**config.mk**
```make
export PLATFORM = sky130hd
export DESIGN_NAME = temp_sensor_i2c_target
export DESIGN_NICKNAME = d
export VERILOG_FILES = /design/src/core/temp_sensor_pkg.sv /design/src/core/temp_sensor_i2c_target.sv
export SDC_FILE = /design/constraint.sdc
export NUM_CORES = 1
export LEC_CHECK = 0
export BUFFER_PORTS_ARGS = -buffer_cell sky130_fd_sc_hd__clkbuf_2
export CAP_MARGIN = 20
export CORE_AREA = 8 8 187 189
export DETAILED_ROUTE_END_ITERATION = 6
export DIE_AREA = 0 0 195 197
export SLEW_MARGIN = 20
export SYNTH_ARGS = -nofsm -noshare
export SYNTH_HDL_FRONTEND = slang
export SYNTH_SLANG_ARGS = --single-unit
```
**constraint.sdc**
```tcl
create_clock -name clk -period 3.9 [get_ports clk]
set_input_delay 0.195 -clock clk [delete_from_list [all_inputs] [get_ports clk]]
set_output_delay 0.195 -clock clk [all_outputs]
set_load 0.03 [all_outputs]
```
**src/core/temp_sensor_pkg.sv**
```systemverilog
// package for the temperature sensor two-wire target: register map, reset
// values, configuration layout, timing figures and protocol states.
// assumes a 100 MHz system clock; the target, checker and bench import this package whole.

package temp_sensor_pkg;

  // ****************************************************************
  // register select values and power-on contents
  // ****************************************************************
  localparam logic [7:0] PTR_TEMP = 8'h00;
  localparam logic [7:0] PTR_CONFIG = 8'h01;
  localparam logic [7:0] PTR_HYST = 8'h02;
  localparam logic [7:0] PTR_OVERTEMP = 8'h03;
  localparam logic [15:0] TEMP_RESET = 16'h0000;
  localparam logic [15:0] CONFIG_RESET = 16'h0040;
  localparam logic [15:0] HYST_RESET = 16'h4b00;
  localparam logic [15:0] OVERTEMP_RESET = 16'h5000;
  // bits that a configuration write may change (status and trigger excluded)
  localparam logic [15:0] CONFIG_WRITE_MASK = 16'h1bfe;

  // ****************************************************************
  // configuration register layout, bit 15 first
  // ****************************************************************
  typedef struct packed {
    logic ot_status;
    logic [1:0] spare_hi;
    logic [1:0] fault_count;
    logic spare_mid;
    logic alert_mode;
    logic shutdown;
    logic ext_format;
    logic [1:0] resolution;
    logic timeout_dis;
    logic pec_en;
    logic [1:0] conv_rate;
    logic one_shot;
  } cfg_t;

  // measurement handed over by the converter, temperature in 1/16 degree units
  typedef struct packed {
    logic valid;
    logic [15:0] temp16;
  } meas_t;

  // ****************************************************************
  // field encodings
  // ****************************************************************
  localparam logic [1:0] RES_8 = 2'h0;
  localparam logic [1:0] RES_9 = 2'h1;
  localparam logic [1:0] RES_10 = 2'h2;
  localparam logic [1:0] RES_12 = 2'h3;
  localparam logic [15:0] RES_MASK_8 = 16'hfff0;
  localparam logic [15:0] RES_MASK_9 = 16'hfff8;
  localparam logic [15:0] RES_MASK_10 = 16'hfffc;
  localparam logic [15:0] RES_MASK_12 = 16'hffff;
  localparam int EXT_SHIFT = 3;
  localparam int NORM_SHIFT = 4;
  localparam logic [2:0] FAULTS_0 = 3'h1;
  localparam logic [2:0] FAULTS_1 = 3'h2;
  localparam logic [2:0] FAULTS_2 = 3'h4;
  localparam logic [2:0] FAULTS_3 = 3'h6;
  localparam logic [7:0] CRC_POLY = 8'h07;
  localparam logic [7:0] CRC_INIT = 8'h00;
  localparam logic [6:0] ADDR_BASE = 7'h48;

  // ****************************************************************
  // timing: times as printed, counts derived from the clock rate
  // ****************************************************************
  localparam int unsigned CLK_KHZ = 100000;
  localparam int unsigned TIMEOUT_MS = 30;
  localparam int unsigned TIMEOUT_CYCLES = TIMEOUT_MS * CLK_KHZ;
  localparam int unsigned TICK_MS = 125;
  localparam int unsigned TICK_CYCLES = TICK_MS * CLK_KHZ;
  // conversion periods in 125 ms ticks for rates 0.25, 1, 4 and 8 per second
  localparam logic [5:0] RATE_TICKS_0 = 6'h20;
  localparam logic [5:0] RATE_TICKS_1 = 6'h08;
  localparam logic [5:0] RATE_TICKS_2 = 6'h02;
  localparam logic [5:0] RATE_TICKS_3 = 6'h01;

  // protocol states, gray coded along idle, receive, acknowledge, transmit
  typedef enum logic [2:0] {
    ST_IDLE = 3'b000,
    ST_RX = 3'b001,
    ST_ACK = 3'b011,
    ST_TX = 3'b010,
    ST_MACK = 3'b110
  } state_t;

endpackage

```
**src/core/temp_sensor_i2c_target.sv**
```systemverilog
// two-wire target interface and register bank of a temperature sensor.
// assumes scl/sda arrive asynchronously as separate in/out/enable signals and
// that an external converter answers conv_start with one meas.valid pulse.
//
// How it works
// - while the temperature register is being read, new results are held back
// - when that read ends, the held-back newest result is loaded
// - two data bytes follow the select byte, plus a checksum byte when enabled
// - write: start, address+write, ack, select, ack, high, ack, low, ack, stop
// - extra write byte pairs without checksum rewrite the same register
// - write checksum follows second data byte, covers address, select, data
// - with checksum on, writes not a whole number of triplets are dropped
// - a second triplet's checksum covers every earlier byte as well
// - read: select, repeated start, address+read, two bytes, high first
// - with checksum on, a checksum byte follows the second read byte
// - only the fixed address 1001000..1001111 chosen at build is answered
// - select is kept between transfers until rewritten; the select never auto-increments
// - reading past two bytes keeps returning the same register
// - a single data byte lands in the upper byte of the register
// - select 01h configuration, 02h hysteresis, 03h overtemperature
// - all registers writable except read-only temperature at 00h
// - temperature is two's complement in bits 15..4 (15..3 in extended format), unused low bits zero
// - extended format gives bit 14 a weight of 128 degrees
// - thresholds share the format; hysteresis above limit acts as the limit
// - one-shot bit in shutdown starts one conversion, clears when it ends
// - with timeout enabled the interface resets after scl low about 30 ms
// - configuration fields sit at their fixed bit positions
// - checksum is a crc-8 over all bytes, sent by the last data sender
// - shutdown waits for a running conversion; clearing it starts one
// - rate field picks 0.25, 1, 4 or 8 conversions per second

`timescale 1ns/1ps
`default_nettype none

module temp_sensor_i2c_target
  import temp_sensor_pkg::*;
#(
  parameter logic [2:0] ADDR_SEL = 3'h0,
  parameter int unsigned TIMEOUT_LIMIT = TIMEOUT_CYCLES,
  parameter int unsigned TICK_LIMIT = TICK_CYCLES
) (
  input wire logic clk,
  input wire logic rst,
  input wire logic ce,
  input wire logic scl_in,
  input wire logic sda_in,
  output logic sda_out,
  output logic sda_oe,
  input wire meas_t meas,
  output logic conv_start
);

  // ****************************************************************
  // pin synchronisers and bus condition detection
  // ****************************************************************
  logic [1:0] scl_sync;
  logic [1:0] sda_sync;
  logic scl_d;
  logic sda_d;
  logic scl_s;
  logic sda_s;
  logic scl_rise;
  logic scl_fall;
  logic start_det;
  logic stop_det;

  // two flops per pin, a third for edge finding
  always_ff @(posedge clk) begin
    if (rst) begin
      scl_sync <= 2'h3;
      sda_sync <= 2'h3;
      scl_d <= 1'b1;
      sda_d <= 1'b1;
    end else if (ce) begin
      scl_sync <= {scl_sync[0], scl_in};
      sda_sync <= {sda_sync[0], sda_in};
      scl_d <= scl_sync[1];
      sda_d <= sda_sync[1];
    end
  end

  assign scl_s = scl_sync[1];
  assign sda_s = sda_sync[1];
  assign scl_rise = scl_s & ~scl_d;
  assign scl_fall = ~scl_s & scl_d;
  assign start_det = scl_s & scl_d & sda_d & ~sda_s;
  assign stop_det = scl_s & scl_d & ~sda_d & sda_s;

  // ****************************************************************
  // state shared by the processes
  // ****************************************************************
  cfg_t cfg;
  logic [15:0] hyst;
  logic [15:0] overtemp_threshold;
  logic [15:0] temp_reg;
  logic ot_status;
  logic temp_lock;
  logic read_event;
  logic commit;
  logic commit_hi_only;
  logic [15:0] commit_data;
  logic [7:0] ptr;
  logic busy;
  logic os_run;

  // ****************************************************************
  // bus timeout
  // ****************************************************************
  logic [31:0] to_cnt;
  logic timeout_hit;

  assign timeout_hit = !cfg.timeout_dis && !scl_s && (to_cnt >= TIMEOUT_LIMIT - 1);

  // counts scl low time; held clear while timeout is disabled
  always_ff @(posedge clk) begin
    if (rst) begin
      to_cnt <= 32'h0;
    end else if (ce) begin
      if (scl_s || cfg.timeout_dis || timeout_hit) begin
        to_cnt <= 32'h0;
      end else begin
        to_cnt <= to_cnt + 32'h1;
      end
    end
  end

  // ****************************************************************
  // checksum and read data
  // ****************************************************************
  // one byte through the crc, msb first
  function automatic logic [7:0] crc8_step(input logic [7:0] c, input logic [7:0] d);
    logic [7:0] r;
    r = c ^ d;
    for (int i = 0; i < 8; i++) begin
      r = r[7] ? ({r[6:0], 1'b0} ^ CRC_POLY) : {r[6:0], 1'b0};
    end
    return r;
  endfunction

  state_t state;
  logic [2:0] bit_cnt;
  logic [7:0] shreg;
  logic [7:0] tx_sh;
  logic [1:0] tx_idx;
  logic [7:0] crc;
  logic byte_full;
  logic addr_phase;
  logic ptr_phase;
  logic in_msg;
  logic [1:0] data_pos;
  logic [1:0] data_seen;
  logic pec_bad;
  logic staged_ok;
  logic [7:0] wr_hi;
  logic [7:0] wr_lo;
  logic [15:0] staged;
  logic [7:0] rx_byte;
  logic [7:0] crc_rx;
  logic [15:0] rd_val;
  logic [7:0] tx_byte;
  logic [1:0] tx_idx_next;
  logic end_commit;
  logic end_hi_only;
  logic [15:0] end_data;
  cfg_t cfg_view;

  assign rx_byte = {shreg[6:0], sda_s};
  assign crc_rx = crc8_step(crc, rx_byte);

  // live view of configuration with status and trigger bits
  always_comb begin
    cfg_view = cfg;
    cfg_view.ot_status = ot_status;
    cfg_view.one_shot = cfg.one_shot;
  end

  // register selected for reading, unknown selects read zero
  always_comb begin
    case (ptr)
      PTR_TEMP: rd_val = temp_reg;
      PTR_CONFIG: rd_val = cfg_view;
      PTR_HYST: rd_val = hyst;
      PTR_OVERTEMP: rd_val = overtemp_threshold;
      default: rd_val = 16'h0;
    endcase
  end

  // high byte, low byte, then checksum when enabled; wraps to the same register
  assign tx_byte = (tx_idx == 2'h0) ? rd_val[15:8] :
                   (tx_idx == 2'h1) ? rd_val[7:0] : crc;
  assign tx_idx_next = (tx_idx == 2'h0) ? 2'h1 :
                       (tx_idx == 2'h1 && cfg.pec_en) ? 2'h2 : 2'h0;

  // decide what a stop or repeated start commits from the write in flight
  always_comb begin
    end_commit = 1'b0;
    end_hi_only = 1'b0;
    end_data = staged;
    if (!cfg.pec_en && data_seen == 2'h1) begin
      end_commit = 1'b1;
      end_hi_only = 1'b1;
      end_data = {wr_hi, 8'h00};
    end else if (cfg.pec_en && staged_ok && !pec_bad && data_pos == 2'h0) begin
      end_commit = 1'b1;
    end
  end

  // ****************************************************************
  // protocol engine
  // ****************************************************************
  // byte shifting, acknowledge, address match and write staging
  always_ff @(posedge clk) begin
    if (rst) begin
      state <= ST_IDLE;
      bit_cnt <= 3'h0;
      shreg <= 8'h0;
      tx_sh <= 8'hff;
      tx_idx <= 2'h0;
      crc <= CRC_INIT;
      byte_full <= 1'b0;
      addr_phase <= 1'b0;
      ptr_phase <= 1'b0;
      in_msg <= 1'b0;
      data_pos <= 2'h0;
      data_seen <= 2'h0;
      pec_bad <= 1'b0;
      staged_ok <= 1'b0;
      wr_hi <= 8'h0;
      wr_lo <= 8'h0;
      staged <= 16'h0;
      ptr <= PTR_TEMP;
      temp_lock <= 1'b0;
      read_event <= 1'b0;
      commit <= 1'b0;
      commit_hi_only <= 1'b0;
      commit_data <= 16'h0;
    end else if (ce) begin
      commit <= 1'b0;
      read_event <= 1'b0;
      if (timeout_hit) begin
        state <= ST_IDLE;
        in_msg <= 1'b0;
        temp_lock <= 1'b0;
        data_seen <= 2'h0;
        staged_ok <= 1'b0;
      end else if (stop_det || start_det) begin
        commit <= end_commit;
        commit_hi_only <= end_hi_only;
        commit_data <= end_data;
        temp_lock <= 1'b0;
        data_seen <= 2'h0;
        data_pos <= 2'h0;
        pec_bad <= 1'b0;
        staged_ok <= 1'b0;
        byte_full <= 1'b0;
        bit_cnt <= 3'h0;
        if (stop_det) begin
          state <= ST_IDLE;
          in_msg <= 1'b0;
        end else begin
          state <= ST_RX;
          addr_phase <= 1'b1;
          ptr_phase <= 1'b0;
          in_msg <= 1'b1;
          if (!in_msg) begin
            crc <= CRC_INIT;
          end
        end
      end else begin
        case (state)
          ST_RX: begin
            if (scl_rise && !byte_full) begin
              shreg <= rx_byte;
              bit_cnt <= bit_cnt + 3'h1;
              if (bit_cnt == 3'h7) begin
                crc <= crc_rx;
                byte_full <= 1'b1;
                if (addr_phase) begin
                  addr_phase <= 1'b0;
                  if (rx_byte[7:1] == {ADDR_BASE[6:3], ADDR_SEL}) begin
                    ptr_phase <= !rx_byte[0];
                    if (rx_byte[0]) begin
                      tx_idx <= 2'h0;
                      read_event <= 1'b1;
                      temp_lock <= (ptr == PTR_TEMP);
                    end
                  end else begin
                    byte_full <= 1'b0;
                    state <= ST_IDLE;
                  end
                end else if (ptr_phase) begin
                  ptr <= rx_byte;
                  ptr_phase <= 1'b0;
                  tx_idx <= 2'h3;
                end else begin
                  data_seen <= (data_seen == 2'h2) ? 2'h2 : data_seen + 2'h1;
                  if (cfg.pec_en) begin
                    data_pos <= (data_pos == 2'h2) ? 2'h0 : data_pos + 2'h1;
                    if (data_pos == 2'h0) begin
                      wr_hi <= rx_byte;
                    end else if (data_pos == 2'h1) begin
                      wr_lo <= rx_byte;
                    end else if (crc_rx == 8'h00) begin
                      staged <= {wr_hi, wr_lo};
                      staged_ok <= 1'b1;
                    end else begin
                      pec_bad <= 1'b1;
                    end
                  end else begin
                    data_pos <= {1'b0, ~data_pos[0]};
                    if (data_pos[0]) begin
                      commit <= 1'b1;
                      commit_hi_only <= 1'b0;
                      commit_data <= {wr_hi, rx_byte};
                    end else begin
                      wr_hi <= rx_byte;
                    end
                  end
                end
              end
            end else if (scl_fall && byte_full) begin
              byte_full <= 1'b0;
              state <= ST_ACK;
            end
          end
          ST_ACK: begin
            if (scl_fall) begin
              bit_cnt <= 3'h0;
              if (ptr_phase || !byte_full && !temp_lock && !read_event && tx_idx == 2'h3) begin
                state <= ST_RX;
              end else if (in_msg && !ptr_phase && data_seen == 2'h0 && tx_idx == 2'h0
                           && !addr_phase && shreg[0] && !byte_full) begin
                state <= ST_TX;
                tx_sh <= tx_byte;
                crc <= crc8_step(crc, tx_byte);
                tx_idx <= tx_idx_next;
              end else begin
                state <= ST_RX;
              end
            end
          end
          ST_TX: begin
            if (scl_fall) begin
              if (bit_cnt == 3'h7) begin
                bit_cnt <= 3'h0;
                tx_sh <= 8'hff;
                state <= ST_MACK;
              end else begin
                bit_cnt <= bit_cnt + 3'h1;
                tx_sh <= {tx_sh[6:0], 1'b1};
              end
            end
          end
          ST_MACK: begin
            if (scl_rise && sda_s) begin
              state <= ST_IDLE;
              temp_lock <= 1'b0;
            end else if (scl_fall) begin
              state <= ST_TX;
              tx_sh <= tx_byte;
              crc <= crc8_step(crc, tx_byte);
              tx_idx <= tx_idx_next;
            end
          end
          default: begin
            state <= ST_IDLE;
          end
        endcase
      end
    end
  end

  // open drain: only ever pulls low
  assign sda_out = 1'b0;
  assign sda_oe = (state == ST_ACK) || (state == ST_TX && !tx_sh[7]);

  // ****************************************************************
  // register bank
  // ****************************************************************
  // writes from the bus; the temperature select is read-only
  always_ff @(posedge clk) begin
    if (rst) begin
      cfg <= CONFIG_RESET;
      hyst <= HYST_RESET;
      overtemp_threshold <= OVERTEMP_RESET;
    end else if (ce) begin
      if (meas.valid && os_run) begin
        cfg.one_shot <= 1'b0;
      end
      if (commit) begin
        case (ptr)
          PTR_CONFIG: begin
            cfg <= (cfg & ~CONFIG_WRITE_MASK) | ((commit_hi_only ? {commit_data[15:8],
                   cfg[7:0]} : commit_data) & CONFIG_WRITE_MASK);
            if (meas.valid && os_run) begin
              cfg.one_shot <= 1'b0;
            end
            if (cfg.shutdown && !commit_hi_only && commit_data[0]) begin
              cfg.one_shot <= 1'b1;
            end
          end
          PTR_HYST: hyst <= commit_hi_only ? {commit_data[15:8], hyst[7:0]} : commit_data;
          PTR_OVERTEMP: overtemp_threshold <= commit_hi_only ? {commit_data[15:8], overtemp_threshold[7:0]} : commit_data;
          default: ;
        endcase
      end
    end
  end

  // ****************************************************************
  // conversion scheduling
  // ****************************************************************
  logic [31:0] tick_cnt;
  logic [5:0] tick_n;
  logic [5:0] period;
  logic sd_d;
  logic kick;

  always_comb begin
    case (cfg.conv_rate)
      2'h0: period = RATE_TICKS_0;
      2'h1: period = RATE_TICKS_1;
      2'h2: period = RATE_TICKS_2;
      default: period = RATE_TICKS_3;
    endcase
  end

  // periodic starts, resume after shutdown and one-shot starts
  always_ff @(posedge clk) begin
    if (rst) begin
      tick_cnt <= 32'h0;
      tick_n <= 6'h0;
      sd_d <= 1'b0;
      kick <= 1'b1;
      busy <= 1'b0;
      os_run <= 1'b0;
      conv_start <= 1'b0;
    end else if (ce) begin
      conv_start <= 1'b0;
      sd_d <= cfg.shutdown;
      if (tick_cnt >= TICK_LIMIT - 1) begin
        tick_cnt <= 32'h0;
        tick_n <= (tick_n == 6'h3f) ? tick_n : tick_n + 6'h1;
      end else begin
        tick_cnt <= tick_cnt + 32'h1;
      end
      if (sd_d && !cfg.shutdown) begin
        kick <= 1'b1;
      end
      if (meas.valid) begin
        busy <= 1'b0;
        os_run <= 1'b0;
      end else if (!busy && !cfg.shutdown && (kick || tick_n >= period)) begin
        conv_start <= 1'b1;
        busy <= 1'b1;
        kick <= 1'b0;
        tick_n <= 6'h0;
        tick_cnt <= 32'h0;
      end else if (!busy && cfg.shutdown && cfg.one_shot && !os_run) begin
        conv_start <= 1'b1;
        busy <= 1'b1;
        os_run <= 1'b1;
      end
    end
  end

  // ****************************************************************
  // temperature result and overtemperature status
  // ****************************************************************
  logic [15:0] res_mask;
  logic [15:0] masked;
  logic [15:0] fmt;
  logic [15:0] pend_val;
  logic pend;
  logic lock_d;
  logic [15:0] hyst_eff;
  logic [2:0] fault_lim;
  logic [2:0] fault_n;
  logic want_low;

  always_comb begin
    case (cfg.resolution)
      RES_8: res_mask = RES_MASK_8;
      RES_9: res_mask = RES_MASK_9;
      RES_10: res_mask = RES_MASK_10;
      default: res_mask = RES_MASK_12;
    endcase
    case (cfg.fault_count)
      2'h0: fault_lim = FAULTS_0;
      2'h1: fault_lim = FAULTS_1;
      2'h2: fault_lim = FAULTS_2;
      default: fault_lim = FAULTS_3;
    endcase
  end

  assign masked = meas.temp16 & res_mask;
  assign fmt = cfg.ext_format ? (masked << EXT_SHIFT) : (masked << NORM_SHIFT);
  assign hyst_eff = ($signed(hyst) > $signed(overtemp_threshold)) ? overtemp_threshold : hyst;

  // result register with hold-off while it is being read out
  always_ff @(posedge clk) begin
    if (rst) begin
      temp_reg <= TEMP_RESET;
      pend_val <= TEMP_RESET;
      pend <= 1'b0;
      lock_d <= 1'b0;
    end else if (ce) begin
      lock_d <= temp_lock;
      if (meas.valid && temp_lock) begin
        pend_val <= fmt;
        pend <= 1'b1;
      end else if (meas.valid) begin
        temp_reg <= fmt;
        pend <= 1'b0;
      end else if (!temp_lock && lock_d && pend) begin
        temp_reg <= pend_val;
        pend <= 1'b0;
      end
    end
  end

  // comparator or latching status with fault queue
  always_ff @(posedge clk) begin
    if (rst) begin
      ot_status <= 1'b0;
      fault_n <= 3'h0;
      want_low <= 1'b0;
    end else if (ce) begin
      if (cfg.shutdown && !busy) begin
        ot_status <= 1'b0;
        fault_n <= 3'h0;
        want_low <= 1'b0;
      end else if (meas.valid) begin
        if ($signed(fmt) > $signed(overtemp_threshold)) begin
          fault_n <= (fault_n == fault_lim) ? fault_n : fault_n + 3'h1;
        end else begin
          fault_n <= 3'h0;
        end
        if (!cfg.alert_mode) begin
          if ($signed(fmt) > $signed(overtemp_threshold) && fault_n + 3'h1 >= fault_lim) begin
            ot_status <= 1'b1;
          end else if ($signed(fmt) < $signed(hyst_eff)) begin
            ot_status <= 1'b0;
          end
        end else if (!want_low && $signed(fmt) > $signed(overtemp_threshold)
                     && fault_n + 3'h1 >= fault_lim) begin
          ot_status <= 1'b1;
          want_low <= 1'b1;
        end else if (want_low && $signed(fmt) < $signed(hyst_eff)) begin
          ot_status <= 1'b1;
          want_low <= 1'b0;
        end else if (read_event) begin
          ot_status <= 1'b0;
        end
      end else if (read_event && cfg.alert_mode) begin
        ot_status <= 1'b0;
      end
    end
  end

endmodule

`default_nettype wire

```
==> results.cfg <==
[placement]
place_hpwl_um = 26700
pre_cts_ws_ns = 0.0178
placed_cells = 2001
port_buffers = 20
gp_congestion = 0.898
place_area_sq_um = 14700

[power_and_ir_drop]
p_int_uw = 4570
power_frac_comb_pct = 7.8
p_leak_uw = 0.00602
power.density_nw_per_um2 = 383
p_clk_share_pct = 47.3
peakVddDrop_v = 0.000356
seqPwrFrac_pct = 44.9
swShare_pct = 24.8
switchingPower_uw = 1510

[detailed_routing]
drt_iter0_drc = 777
drtPass1Iterations = 5
antenna_left = 0
viasPerCell = 5.73
wire_per_inst_um = 18.0
vias = 11800
drc = 0
wirelength_um = 37100

[logic_synthesis]
synth_area_leaders = dfxtp_1 (37%), mux2i_1 (9.9%), nor2_1 (6.2%)
yosys.area.top_type_share_pct = 36.5
synthTopCellsByCount = dfxtp_1 (259), nor2_1 (235), mux2i_1 (141), nand2_1 (122), clkbuf_1 (72)
syn_area_sq_um = 14200
post-synth-top-count-cell = dfxtp_1
ys_ff_latch = 259
synth.net_count = 1708
synth_flop_cell = dfxtp_1
synth.avg_cell_area_sq_um = 8.72
ys_async_sr_fraction_pct = 0
yosysSeqAreaShare_pct = 36.5
postSynthCellCount = 1628
synth_top_area_cell = dfxtp_1
synth_edf_count = 0
synth-warning-count = 0
ys_types = 97

[timing]
fmax_mhz = 267
slew_violations = 0
layout_min_cycle_time_ns = 3.75
hold_viol_final = 0
post-route-period-util_pct = 96.0
slew_headroom_pct = 28.8
fin_skew_ns = 0.0290
fin_ws_ns = 0.155
worst_pin_slew_ns = 1.07
final-setup-viol-count = 0

[global_routing]
gr-total-overflow = 0
antenna_found_initial = 0
grt_max_degree = 109
grt_use_total_pct = 19.0
grt_pass1_vias = 11100
grt_first_pass_wirelength_um = 60600

[critical_path]
crit_arrival_ns = 4.19
path_max_fanout = 7
startpoint_type = flip-flop
crit_family = compound AO/OA/AOI/OAI gates
crit_chain = inv_1 -> ha_1 -> nand4_1 -> nor4_2 -> o21ai_1 -> o211ai_1 -> a31o_4 -> buf_6 -> mux2i_1 -> ha_1 -> a21o_1 -> a21oi_1 -> o21ai_0 -> nand2_1 -> a31oi_4 -> nor4_2 -> o22ai_2
crit_slowest_cell = dfxtp_1
cpPeakStageDelay_ns = 0.36
critical_path_required_ns = 4.34
worst-r2r-setup-slack_ns = 0.15
end_kind = flip-flop
setup.worst_path.class = reg2reg
crit_buf_inv = 2

[cells_and_area]
antennaDiodeCount = 0
fillers = 3097
top_regs = tick_cnt: 32 flops, to_cnt: 32 flops
drive_above_1_share_pct = 11.5
multi_input_area_sq_um = 8420
post-route-util_pct = 49.5
nets = 1712
syn2layout_area_growth_pct = 11.8
register_area_sq_um = 5190
final_cells = 2062
final_area_sq_um = 15900

[floorplanning]
fp.dieArea_sq_um = 38400
core-area_sq_um = 32000
pin_count = 25
die_y_um = 197
rows = 66
die_width_um = 195
initial_core_util_pct = 44.3

[clocking]
insertion_delay_ns = 0.57
cts_tree = yes
clockBufferDepth = 3
clk_pin_slew_ns = 0.07
numCtsBuffers = 30
cts-htree-levels = 1
cts-root-buf = clkbuf_16
cts.sinks = 259

[job]
max-cap-violations = 0

[min_path]
hold_class = in2reg

[run_status]
status = complete, no violations
==> metal layers <==
metal  up-vias  share of wire (%)  GRT usage (%)
li1       5868                  -              -
met1      5644                 49           27.3
met2       247                 43           29.1
met3        54                4.8           2.92
met4         0                2.4           4.94
met5         -                  0              0
==> cells by family after synthesis <==
group,Yosys count,synth area share [%]
flip-flops,259,36.5
AO/OA/AOI/OAI,317,16.2
XOR/XNOR,65,4.38
buffers and inverters,154,4.66
AND/OR/NAND/NOR,618,21.3
adder cells (fa/ha/maj),58,5.11
multiplexers,156,11.7
other,1,0.0264
==> tightest hold or removal path, cell delays in order <==
cell and delay [ns]:
clkbuf_2 0.10, a21oi_1 0.13, a211oi_1 0.19
==> layout by cell type (no fill, tap or decap), types with 40 or more instances in the layout <==
master    synthesis  final
a211oi_1         40     40
a21oi_1          71     71
buf_4             3     52
dfxtp_1         259    257
ha_1             58     58
inv_1            49     49
mux2i_1         141    141
nand2_1         122    122
nand3_1          43     43
nor2_1          235    235
==> stage by stage <==
stage	setup TNS, ns	hold slack [ns]	total power [uW]
after CTS	0	0.0804	6140
after floorplan	0	0.317	3110
final	0	0.103	6080
after detailed placement	0	0.445	3250
after global routing	-0.0577	0.104	6310
after global placement	0	0.443	3250
==> cell type report <==
class / count / area share, %
multi-input combinational: 1215 / 53.0
clock inverter: 13 / 0.915
sequential: 259 / 32.7
tap: 408 / 3.22
timing repair buffer: 76 / 3.39
clock buffer: 41 / 5.56
inverter: 50 / 1.18
==> power by group through the flow <==
| stage | clock network (uW) | logic, uW | registers (uW) |
|---|---|---|---|
| 5_1_grt | 3050 | 525 | 2730 |
| 3_3_place_gp | 0 | 460 | 2790 |
| 6_report | 2870 | 476 | 2730 |
| 2_1_floorplan | 0 | 346 | 2760 |
| 4_1_cts | 2950 | 471 | 2730 |
| 3_5_place_dp | 0 | 465 | 2790 |
==> what timing repair did <==
action | in CTS | in global routing
hold endpoints to repair | 3 | 0
gates resized for setup | 1 | 13
pin swaps | 1 | 8
hold buffers | 3 | 0
buffers inserted | 0 | 4
setup endpoints to repair | 1 | 2
==> path summary, 6_finish.rpt <==
check,from,end,cells after the start
max,overtemp_threshold[10],ot_status,17
min,meas[4],pend_val[7],3
min reg2reg,conv_start,conv_start,2
max reg2reg,overtemp_threshold[10],ot_status,17
(Power assumes the default switching activity.)
